**config.mk**
```make
export PLATFORM = sky130hd
export DESIGN_NAME = ssf_status_top
export DESIGN_NICKNAME = d
export VERILOG_FILES = /design/src/inc/ssf_pkg.sv /design/src/inc/ssf_flag_if.sv /design/src/rtl/ssf_sticky_flags.sv /design/src/rtl/ssf_status_top.sv
export VERILOG_INCLUDE_DIRS = /design/src /design/src/inc
export SDC_FILE = /design/constraint.sdc
export NUM_CORES = 1
export LEC_CHECK = 0
export ABC_AREA = 1
export BUFFER_PORTS_ARGS = -buffer_cell sky130_fd_sc_hd__buf_2
export CAP_MARGIN = 20
export CORE_ASPECT_RATIO = 0.7
export CORE_MARGIN = 3
export CORE_UTILIZATION = 37
export CTS_CLUSTER_SIZE = 10
export DETAILED_ROUTE_END_ITERATION = 10
export GPL_TIMING_DRIVEN = 0
export PLACE_DENSITY = 0.78
export SYNTH_ARGS = -nofsm -noshare
export SYNTH_HDL_FRONTEND = slang
export SYNTH_SLANG_ARGS = --single-unit
```
**constraint.sdc**
```tcl
create_clock -name ref_clk -period 1.75 [get_ports ref_clk]
set_input_delay 0.2625 -clock ref_clk [delete_from_list [all_inputs] [get_ports ref_clk]]
set_output_delay 0.2625 -clock ref_clk [all_outputs]
set_load 0.005 [all_outputs]
```
**src/inc/ssf_consts.svh**
```systemverilog
`ifndef SSF_CONSTS_SVH
`define SSF_CONSTS_SVH

// ****************************************
// register offsets (byte addresses)
// ****************************************
`define SSF_OFS_STATUS      4'h0
`define SSF_OFS_CONTROL     4'h4
`define SSF_OFS_IRQ_STATUS  4'h8
`define SSF_OFS_IRQ_MASK    4'hC

// ****************************************
// status register bit positions
// ****************************************
`define SSF_BIT_FRAME_ERR   12
`define SSF_BIT_ACTIVITY    11
`define SSF_BIT_TX_UNDERRUN 8
`define SSF_BIT_SHIFT_EMPTY 7
`define SSF_BIT_RX_OVERFLOW 6
`define SSF_BIT_RX_EMPTY    5
`define SSF_BIT_TX_EMPTY    3
`define SSF_BIT_TX_FULL     1
`define SSF_BIT_RX_FULL     0

// ****************************************
// control register bit positions
// ****************************************
`define SSF_BIT_MODULE_EN   0
`define SSF_BIT_IGN_UNDERR  1
`define SSF_BIT_ENH_BUF     2

// ****************************************
// interrupt status bit positions
// ****************************************
`define SSF_IRQ_FRAME_ERR   0
`define SSF_IRQ_UNDERRUN    1
`define SSF_IRQ_OVERFLOW    2
`define SSF_IRQ_RX_READY    3
`define SSF_IRQ_WIDTH       4

// ****************************************
// reset values
// ****************************************
`define SSF_RST_CONTROL     3'h0
`define SSF_RST_IRQ         4'h0
`define SSF_ELM_ZERO        6'h00
`define SSF_RST_RDATA       32'h00000000
`define SSF_RST_RX_EMPTY    1'b1

`endif

```
**src/inc/ssf_pkg.sv**
```systemverilog
package ssf_pkg;

  typedef enum logic [1:0] {
    SSF_WB_IDLE = 2'b00,
    SSF_WB_ACK  = 2'b01
  } ssf_wb_state_t;

  typedef logic [15:0] ssf_status_t;

endpackage

```
**src/inc/ssf_flag_if.sv**
```systemverilog
`timescale 1ns/100ps

interface ssf_flag_if;
  logic clr_frame_err;
  logic clr_rx_overflow;
  logic frame_err;
  logic rx_overflow;
  logic tx_underrun;

  modport core (
    input  clr_frame_err,
    input  clr_rx_overflow,
    output frame_err,
    output rx_overflow,
    output tx_underrun
  );

  modport regs (
    output clr_frame_err,
    output clr_rx_overflow,
    input  frame_err,
    input  rx_overflow,
    input  tx_underrun
  );
endinterface

```
**src/rtl/ssf_sticky_flags.sv**
```systemverilog
`timescale 1ns/100ps
`include "ssf_consts.svh"

module ssf_sticky_flags (
  // clock and reset
  input  wire logic ref_clk,
  input  wire logic reset,
  // events from the port
  input  wire logic frame_error_evt,
  input  wire logic rx_overflow_evt,
  input  wire logic underrun_cond,
  // configuration
  input  wire logic module_enable,
  input  wire logic ignore_underrun,
  // flags and clears
  ssf_flag_if.core  flg
);

  logic frame_ff;
  logic nxt_frame;
  logic ovf_ff;
  logic nxt_ovf;
  logic tur_ff;
  logic nxt_tur;

  always_comb begin
    // set beats a clear in the same cycle
    nxt_frame = frame_error_evt | (frame_ff & ~flg.clr_frame_err);
    nxt_ovf   = rx_overflow_evt | (ovf_ff & ~flg.clr_rx_overflow);
    if (!module_enable) begin
      nxt_tur = 1'b0;
    end else if (ignore_underrun) begin
      nxt_tur = underrun_cond;
    end else begin
      nxt_tur = underrun_cond | tur_ff;
    end
  end

  always_ff @(posedge ref_clk) begin
    if (reset) begin
      frame_ff <= 1'b0;
      ovf_ff   <= 1'b0;
      tur_ff   <= 1'b0;
    end else begin
      frame_ff <= nxt_frame;
      ovf_ff   <= nxt_ovf;
      tur_ff   <= nxt_tur;
    end
  end

  assign flg.frame_err   = frame_ff;
  assign flg.rx_overflow = ovf_ff;
  assign flg.tx_underrun = tur_ff;

endmodule

```
**src/rtl/ssf_status_top.sv**
```systemverilog
// Our own choices: the Wishbone register port and the placing of the registers.
`timescale 1ns/100ps
`include "ssf_consts.svh"

// Functional notes
// - A detected framing error sets the frame error flag at bit 12, which holds until software clears it.
// - The activity flag at bit 11 reads one while any transfer is in progress and zero otherwise.
// - A transmit underrun sets the underrun flag at bit 8.
// - The underrun flag is held at zero while the module enable is zero.
// - With ignore-underrun set the underrun flag follows the live condition and needs no clear.
// - The shifter-empty flag at bit 7 is one only when neither transmit buffer nor shift register holds data.
// - A complete word received while the receive buffer is full sets the overflow flag at bit 6.
// - Frame error and overflow are set only by hardware and cleared by software; other flags are read-only.
// - In standard mode rx-empty at bit 5 sets on a data buffer read and clears on a shift-to-buffer move.
// - In enhanced mode rx-empty is one exactly when the six-bit element count is zero.
// - Status bits 15 to 13, 10 to 9 and 4 read as zero.

module ssf_status_top (
  // clock and reset
  input  wire logic        ref_clk,
  input  wire logic        reset,
  // wishbone slave
  input  wire logic        wb_cyc_i,
  input  wire logic        wb_stb_i,
  input  wire logic        wb_we_i,
  input  wire logic [3:0]  wb_adr_i,
  input  wire logic [31:0] wb_dat_i,
  input  wire logic [3:0]  wb_sel_i,
  output logic      [31:0] wb_dat_o,
  output logic             wb_ack_o,
  // port status inputs
  input  wire logic        frame_error_evt,
  input  wire logic        transfer_active,
  input  wire logic        underrun_cond,
  input  wire logic        tx_shift_busy,
  input  wire logic        rx_word_done,
  input  wire logic        data_buffer_read,
  input  wire logic        tx_buffer_full,
  input  wire logic        tx_buffer_empty,
  input  wire logic [5:0]  rx_element_count,
  input  wire logic        rx_buffer_full,
  // port configuration outputs
  output logic             module_enable,
  output logic             ignore_underrun,
  output logic             enhanced_mode,
  // interrupt
  output logic             irq
);

  // ****************************************
  // state
  // ****************************************
  ssf_pkg::ssf_wb_state_t wb_st_ff;
  ssf_pkg::ssf_wb_state_t nxt_wb_st;
  logic [31:0]            rdata_ff;
  logic [31:0]            nxt_rdata;
  logic [2:0]             ctrl_ff;
  logic [2:0]             nxt_ctrl;
  logic [3:0]             irq_st_ff;
  logic [3:0]             nxt_irq_st;
  logic [3:0]             irq_mask_ff;
  logic [3:0]             nxt_irq_mask;
  logic                   rx_empty_std_ff;
  logic                   nxt_rx_empty_std;
  logic                   irq_ff;
  logic                   nxt_irq;
  ssf_pkg::ssf_status_t   status;
  logic                   req;
  logic                   wr_lane0;
  logic                   rx_empty;
  logic                   rx_move;
  logic [3:0]             irq_evt;

  ssf_flag_if flg ();

  ssf_sticky_flags u_flags (
    .ref_clk         (ref_clk),
    .reset           (reset),
    .frame_error_evt (frame_error_evt),
    .rx_overflow_evt (rx_word_done & rx_buffer_full),
    .underrun_cond   (underrun_cond),
    .module_enable   (module_enable),
    .ignore_underrun (ignore_underrun),
    .flg             (flg.core)
  );

  // ****************************************
  // helpers
  // ****************************************
  function automatic logic hit(input logic [3:0] adr, input logic [3:0] ofs);
    hit = (adr == ofs);
  endfunction

  assign req             = wb_cyc_i & wb_stb_i & (wb_st_ff == ssf_pkg::SSF_WB_IDLE);
  assign wr_lane0        = req & wb_we_i & wb_sel_i[0];
  assign module_enable   = ctrl_ff[`SSF_BIT_MODULE_EN];
  assign ignore_underrun = ctrl_ff[`SSF_BIT_IGN_UNDERR];
  assign enhanced_mode   = ctrl_ff[`SSF_BIT_ENH_BUF];
  assign rx_move         = rx_word_done & ~rx_buffer_full;

  // ****************************************
  // status word
  // ****************************************
  always_comb begin
    if (enhanced_mode) begin
      rx_empty = (rx_element_count == `SSF_ELM_ZERO);
    end else begin
      rx_empty = rx_empty_std_ff;
    end
    status                            = 16'h0000;
    status[`SSF_BIT_FRAME_ERR]        = flg.frame_err;
    status[`SSF_BIT_ACTIVITY]         = transfer_active;
    status[`SSF_BIT_TX_UNDERRUN]      = flg.tx_underrun;
    status[`SSF_BIT_SHIFT_EMPTY]      = tx_buffer_empty & ~tx_shift_busy;
    status[`SSF_BIT_RX_OVERFLOW]      = flg.rx_overflow;
    status[`SSF_BIT_RX_EMPTY]         = rx_empty;
    status[`SSF_BIT_TX_EMPTY]         = tx_buffer_empty;
    status[`SSF_BIT_TX_FULL]          = tx_buffer_full;
    status[`SSF_BIT_RX_FULL]          = rx_buffer_full;
  end

  // ****************************************
  // software clears of sticky flags
  // ****************************************
  always_comb begin
    flg.clr_frame_err   = 1'b0;
    flg.clr_rx_overflow = 1'b0;
    if (req && wb_we_i && hit(wb_adr_i, `SSF_OFS_STATUS)) begin
      // write one to clear; only these two flags are clearable
      flg.clr_frame_err   = wb_sel_i[1] & wb_dat_i[`SSF_BIT_FRAME_ERR];
      flg.clr_rx_overflow = wb_sel_i[0] & wb_dat_i[`SSF_BIT_RX_OVERFLOW];
    end
  end

  // ****************************************
  // next state
  // ****************************************
  always_comb begin
    nxt_wb_st        = ssf_pkg::SSF_WB_IDLE;
    nxt_rdata        = rdata_ff;
    nxt_ctrl         = ctrl_ff;
    nxt_irq_mask     = irq_mask_ff;
    nxt_rx_empty_std = rx_empty_std_ff;

    case (wb_st_ff)
      ssf_pkg::SSF_WB_IDLE: begin
        if (req) begin
          nxt_wb_st = ssf_pkg::SSF_WB_ACK;
        end
      end
      ssf_pkg::SSF_WB_ACK: begin
        nxt_wb_st = ssf_pkg::SSF_WB_IDLE;
      end
      default: begin
        nxt_wb_st = ssf_pkg::SSF_WB_IDLE;
      end
    endcase

    if (req && !wb_we_i) begin
      if (hit(wb_adr_i, `SSF_OFS_STATUS)) begin
        nxt_rdata = {16'h0000, status};
      end else if (hit(wb_adr_i, `SSF_OFS_CONTROL)) begin
        nxt_rdata = {29'h0000000, ctrl_ff};
      end else if (hit(wb_adr_i, `SSF_OFS_IRQ_STATUS)) begin
        nxt_rdata = {28'h0000000, irq_st_ff};
      end else if (hit(wb_adr_i, `SSF_OFS_IRQ_MASK)) begin
        nxt_rdata = {28'h0000000, irq_mask_ff};
      end else begin
        nxt_rdata = 32'h00000000;
      end
    end

    if (wr_lane0 && hit(wb_adr_i, `SSF_OFS_CONTROL)) begin
      nxt_ctrl = wb_dat_i[2:0];
    end
    if (wr_lane0 && hit(wb_adr_i, `SSF_OFS_IRQ_MASK)) begin
      nxt_irq_mask = wb_dat_i[3:0];
    end

    // move into buffer wins over a simultaneous read
    if (rx_move) begin
      nxt_rx_empty_std = 1'b0;
    end else if (data_buffer_read) begin
      nxt_rx_empty_std = 1'b1;
    end
  end

  // ****************************************
  // interrupts
  // ****************************************
  always_comb begin
    irq_evt                     = 4'h0;
    irq_evt[`SSF_IRQ_FRAME_ERR] = frame_error_evt;
    irq_evt[`SSF_IRQ_UNDERRUN]  = underrun_cond & module_enable;
    irq_evt[`SSF_IRQ_OVERFLOW]  = rx_word_done & rx_buffer_full;
    irq_evt[`SSF_IRQ_RX_READY]  = rx_move;
    nxt_irq_st = irq_st_ff;
    if (wr_lane0 && hit(wb_adr_i, `SSF_OFS_IRQ_STATUS)) begin
      nxt_irq_st = irq_st_ff & ~wb_dat_i[3:0];
    end
    nxt_irq_st = nxt_irq_st | irq_evt;
    nxt_irq    = |(nxt_irq_st & nxt_irq_mask);
  end

  // ****************************************
  // registers
  // ****************************************
  always_ff @(posedge ref_clk) begin
    if (reset) begin
      wb_st_ff        <= ssf_pkg::SSF_WB_IDLE;
      rdata_ff        <= `SSF_RST_RDATA;
      ctrl_ff         <= `SSF_RST_CONTROL;
      irq_st_ff       <= `SSF_RST_IRQ;
      irq_mask_ff     <= `SSF_RST_IRQ;
      rx_empty_std_ff <= `SSF_RST_RX_EMPTY;
      irq_ff          <= 1'b0;
    end else begin
      wb_st_ff        <= nxt_wb_st;
      rdata_ff        <= nxt_rdata;
      ctrl_ff         <= nxt_ctrl;
      irq_st_ff       <= nxt_irq_st;
      irq_mask_ff     <= nxt_irq_mask;
      rx_empty_std_ff <= nxt_rx_empty_std;
      irq_ff          <= nxt_irq;
    end
  end

  assign wb_ack_o = (wb_st_ff == ssf_pkg::SSF_WB_ACK);
  assign wb_dat_o = rdata_ff;
  assign irq      = irq_ff;

endmodule

```
; ---- Word-level counts from Yosys, hierarchy flattened
; Index checks and enable logic that the tools add are counted.
[totals]
out_inout_bits = 37
input_bits = 60
regBits = 50
elab_cells = 66
[op_classes]
eq_ne = 4
mux = 13
reduce_logical = 14
bitwise = 25
[op_table]
columns = op, n
row1 = two-way mux 4 bit, 5
row2 = two-way mux 13 bit, 1
row3 = bitwise AND 1 bit, 12
row4 = bitwise AND 4 bit, 2
row5 = "== test 4 bit, second input constant", 2
row6 = two-way mux 1 bit, 7
row7 = logical AND 1 bit, 6
row8 = logical NOT 6 bit, 1
row9 = inverter 1 bit, 6
row10 = "== test 4 x 3 -> 1 bit, second input constant", 1
row11 = logical NOT 4 bit, 1
row12 = inverter 4 bit, 1
row13 = bitwise OR 4 bit, 1
row14 = OR reduction 2 bit, 2
row15 = OR reduction 4 bit, 1
row16 = bitwise OR 1 bit, 3
row17 = "== test 2 x 1 -> 1 bit, second input constant", 1
row18 = logical NOT 2 bit, 1
row19 = nonzero test 2 bit, 1
row20 = logical NOT 1 bit, 1

; ---- Longest topological paths before layout
[logic_depth]
ltp_word = 9
depth_mapped = 10
ltp_nobuf = 10

; ---- Cells and area by module
; Synthesis repeated with hierarchy kept, for this count alone.
[hier_totals]
hier_cells = 208
hier_area_um2 = 1445.1
[modules_own_cells]
columns = mod, seq_area_each_um2, instances, area_per_inst_um2, cells_per_inst
row1 = ssf_status_top, 480.5, 1, 1325.0, 191
row2 = ssf_sticky_flags, 60.1, 1, 120.1, 17

; ---- Least setup slack after synthesis
; OpenSTA, ideal clock, no wires.
[synth_path]
path_type = register -> register
start = reg wb_st_ff[0]
end = reg irq_ff, in the netlist irq
slack_ns = 0.543
path_buffers = 0
period_less_slack_ns = 1.207
arrival_time_ns = 1.096
path_stages_with_launch = 11
required_time_ns = 1.638
setup_time_ns = 0.112
path_cell_list = dfxtp_1 > inv_1 > nand3_2 > nor2_8 > nand3_4 > nand2_1 > o21ai_2 > nand2_1 > nand2_1 > nor2_1 > nor2_1
[synth_via]
elab_chain_len = 9
elab_cells_between_ends = 11
classes_between = 2 x mux / 5 x bitwise / 4 x reduce/logical
[synth_rtl]
columns = item, line_no
row1 = start: declaration, ssf_status_top.sv:53  ; ssf_pkg::ssf_wb_state_t wb_st_ff;
row2 = start signal: assignment, ssf_status_top.sv:210  ; wb_st_ff <= ssf_pkg::SSF_WB_IDLE;
row3 = start signal: assignment, ssf_status_top.sv:218  ; wb_st_ff <= nxt_wb_st;
row4 = logical NOT 2 bit *, ssf_status_top.sv:94  ; assign req = wb_cyc_i & wb_stb_i & (wb_st_ff == ssf_pkg::SSF_WB_IDLE);
row5 = bitwise AND 1 bit *, ssf_status_top.sv:94
row6 = bitwise AND 1 bit * (2 in series), ssf_status_top.sv:95  ; assign wr_lane0 = req & wb_we_i & wb_sel_i[0];
row7 = logical AND 1 bit, ssf_status_top.sv:198  ; if (wr_lane0 && hit(wb_adr_i, `SSF_OFS_IRQ_STATUS)) begin
row8 = two-way mux 4 bit, ssf_status_top.sv:198
row9 = bitwise OR 4 bit, ssf_status_top.sv:201  ; nxt_irq_st = nxt_irq_st | irq_evt;
row10 = bitwise AND 4 bit *, ssf_status_top.sv:202  ; nxt_irq = |(nxt_irq_st & nxt_irq_mask);
row11 = OR reduction 4 bit *, ssf_status_top.sv:202
row12 = end signal: assignment, ssf_status_top.sv:224  ; irq_ff <= nxt_irq;
row13 = end: declaration, ssf_status_top.sv:65  ; logic irq_ff;
; Every way passes the cells marked *; elsewhere a longest branch is shown, timed or not.
; A chain may end at the register's enable or synchronous reset.

; ---- Final worst setup path
[layout_path]
start = reg wb_st_ff[0]
end = reg rdata_ff[0], in the netlist wb_dat_o[0]
[layout_via]
elab_chain_len = 3
[layout_rtl]
columns = item, line_no
row1 = logical NOT 2 bit, ssf_status_top.sv:94
row2 = bitwise AND 1 bit, ssf_status_top.sv:94
row3 = logical AND 1 bit, ssf_status_top.sv:159  ; if (req && !wb_we_i) begin
row4 = end signal: assignment, ssf_status_top.sv:211  ; rdata_ff <= `SSF_RST_RDATA;
row5 = end signal: assignment, ssf_status_top.sv:219  ; rdata_ff <= nxt_rdata;
row6 = end: declaration, ssf_status_top.sv:55  ; logic [31:0] rdata_ff;
; No other way between the ends.

==> impl_metrics.yaml <==
outcome:
  outcome: "complete, no violations"
place:
  dp_hpwl_microns: 2890
  io_buffers: 45
  dp.cells: 319
  place_congestion: 0.861
  place_ws_ns: 0.323
synthesis:
  ys_warn_count: 0
  synth_seq_cells: 27
  synth_simple_gate_area_share: 0.291
  synth_mux_area_frac: 0
  synth_compound_area_frac: 0.140
  yosysTopAreaCell: "dfxtp_1"
  synth_top_family_by_area: "simple AND/OR/NAND/NOR gates"
  synthXorXnorAreaFrac: 0
  synth.distinct_cells: 28
  ys_seq_area_frac: 0.374
  synth_top_area_share: 0.374
  synth_area_leaders: "dfxtp_1 (37%), nand2_1 (14%), buf_4 (12%), a21oi_1 (5.5%), inv_1 (5.2%)"
  avgSynthCellArea_sq_um: 7.11
  synthCells: 203
  synthesis.area_sq_um: 1440
  synth_adder_area_share: 0
layout:
  final_common_cell: "nand2_1"
  fill_cells: 368
  multi_input_area_sq_um: 706
  antenna_cells: 0
  fin_cells: 323
  nets: 334
  fin_util: 0.512
  layout.area.seq_sq_um: 541
  drive_gt1_frac: 0.308
  area_growth_syn_to_layout_pct: 28.5
  layout_common_cells: "nand2_1 (52), buf_2 (46), dfxtp_1 (27)"
die:
  coreArea_sq_um: 3630
  pin_count: 97
  die_h_microns: 58.3
  rows: 18
  initial_core_util: 0.398
  die-area_sq_um: 4700
  die_width_microns: 80.7
clock_network:
  cts_hold_buffers: 0
  numCtsBuffers: 3
  max-clock-path-buffers: 2
  cts_tree: "built"
  cts_setup_buffers: 0
  cts_resized: 0
  cts_root_buf: "clkbuf_8"
  clkTransAtPathRegs_ns: 0.09
  clock_sinks: 27
  clk_latency_ns: 0.27
  h-tree-depth: 1
hold_path:
  hold_class: "in2reg"
power:
  leakage_nw: 0.920
  power.total_mw: 1.15
  p_per_area_nw_per_um2: 621
  vdd.ir_drop.worst_mv: 0.354
detailed_routing:
  routed_via_density: 4.48
  vias: 1448
  ant_nets: 0
  drtIter0Drc: 97
  wl_per_cell_microns: 10.7
  wirelength_microns: 3470
  first_pass_iters: 4
  drc: 0
critical_path:
  cp-start-kind: "flip-flop"
  crit_required_ns: 1.89
  endpoint_kind: "flip-flop"
  crit_arrival_ns: 1.53
  crit_fanout: 10
  path_class: "reg2reg"
sta:
  finalHoldViolations: 0
  fin_setup_tns_ns: 0
  slew_viol_final: 0
  finClkSkew_ns: 0.00261
  fin_crit_sh: 0.793
  finalSetupViolations: 0
  rsz0062_at_grt: "no"
  fmax_mhz: 721
  fin_ws_ns: 0.363
  fin_crit_ns: 1.39
grt:
  grt_max_degree: 15
  antenna_found_initial: 0
  overflow: 0
  grt_usage: 0.147
  grt_pass1_wl_microns: 5430
  grt_pass1_vias: 1246
run:
  cap_violations: 0
[final cells by class]
cell class | count | area share
timing repair buffer | 45 | 0.121
multi-input combinational | 149 | 0.380
sequential | 27 | 0.291
tap | 50 | 0.0337
inverter | 22 | 0.0452
buffer | 26 | 0.104
clock buffer | 4 | 0.0243
[sequential cells by signal, summed over array words and instances, names as in the netlist]
name                     cells
irq_st_ff                    4
u_flags.flg.tx_underrun      1
ctrl_ff                      3
wb_dat_o                    10
irq                          1
irq_mask_ff                  4
rx_empty_std_ff              1
u_flags.flg.rx_overflow      1
wb_st_ff                     1
u_flags.flg.frame_err        1
[through the flow]
step / cell area [sq um] / hold slack, ns
finish: 1860 / 0.231
global route: 1860 / 0.251
CTS: 1860 / 0.229
detailed placement: 1810 / 0.454
global placement: 1810 / 0.447
floorplan: 1520 / 0.332
[Yosys cell counts (all sizes together)]
| cell type | number |
|---|---|
| a21oi | 16 |
| a31oi | 5 |
| buf | 25 |
| clkbuf | 1 |
| clkinv | 1 |
| conb | 1 |
| dfxtp | 27 |
| inv | 21 |
| nand2 | 54 |
| nand3 | 6 |
| nand3b | 1 |
| nand4 | 5 |
| nor2 | 22 |
| nor3 | 2 |
| o211ai | 2 |
| o21ai | 13 |
| o31ai | 1 |
[critical path, cell delays in order, from the launching register on]
cell and delay, ns:
dfxtp_1 0.31, inv_1 0.06, nand3_2 0.13, nor2_1 0.31, inv_1 0.10, buf_2 0.20, nand2_1 0.08, a31oi_1 0.08
[final timing paths]
kind                          from      endpoint  slack (ns)  cells after the start
max                    wb_st_ff[0]   wb_dat_o[0]        0.36                      7
min                transfer_active  wb_dat_o[11]        0.23                      3
max reg2reg            wb_st_ff[0]   wb_dat_o[0]        0.36                      7
min reg2reg  u_flags.flg.frame_err  wb_dat_o[12]        0.47                      2
[metal layers]
metal,global-route usage,up-vias,routed length (microns)
li1,-,752,-
met1,0.210,643,1630
met2,0.224,51,1540
met3,0.0419,2,291
met4,0.0241,0,7
met5,0,-,0
[logic make-up (layout without fill, tap and decap cells)]
group | after synthesis | count (layout)
simple gates | 90 | 90
buf+inv | 48 | 97
compound gates | 37 | 37
flops | 27 | 27
other cells | 1 | 22
[where the power goes]
| part | switching (mW) | leakage (nW) | internal, mW |
|---|---|---|---|
| registers | 0.00539 | 0.219 | 0.626 |
| logic | 0.0912 | 0.678 | 0.0808 |
| clock network | 0.187 | 0.0228 | 0.163 |
Power figures use the tool's default switching activity.
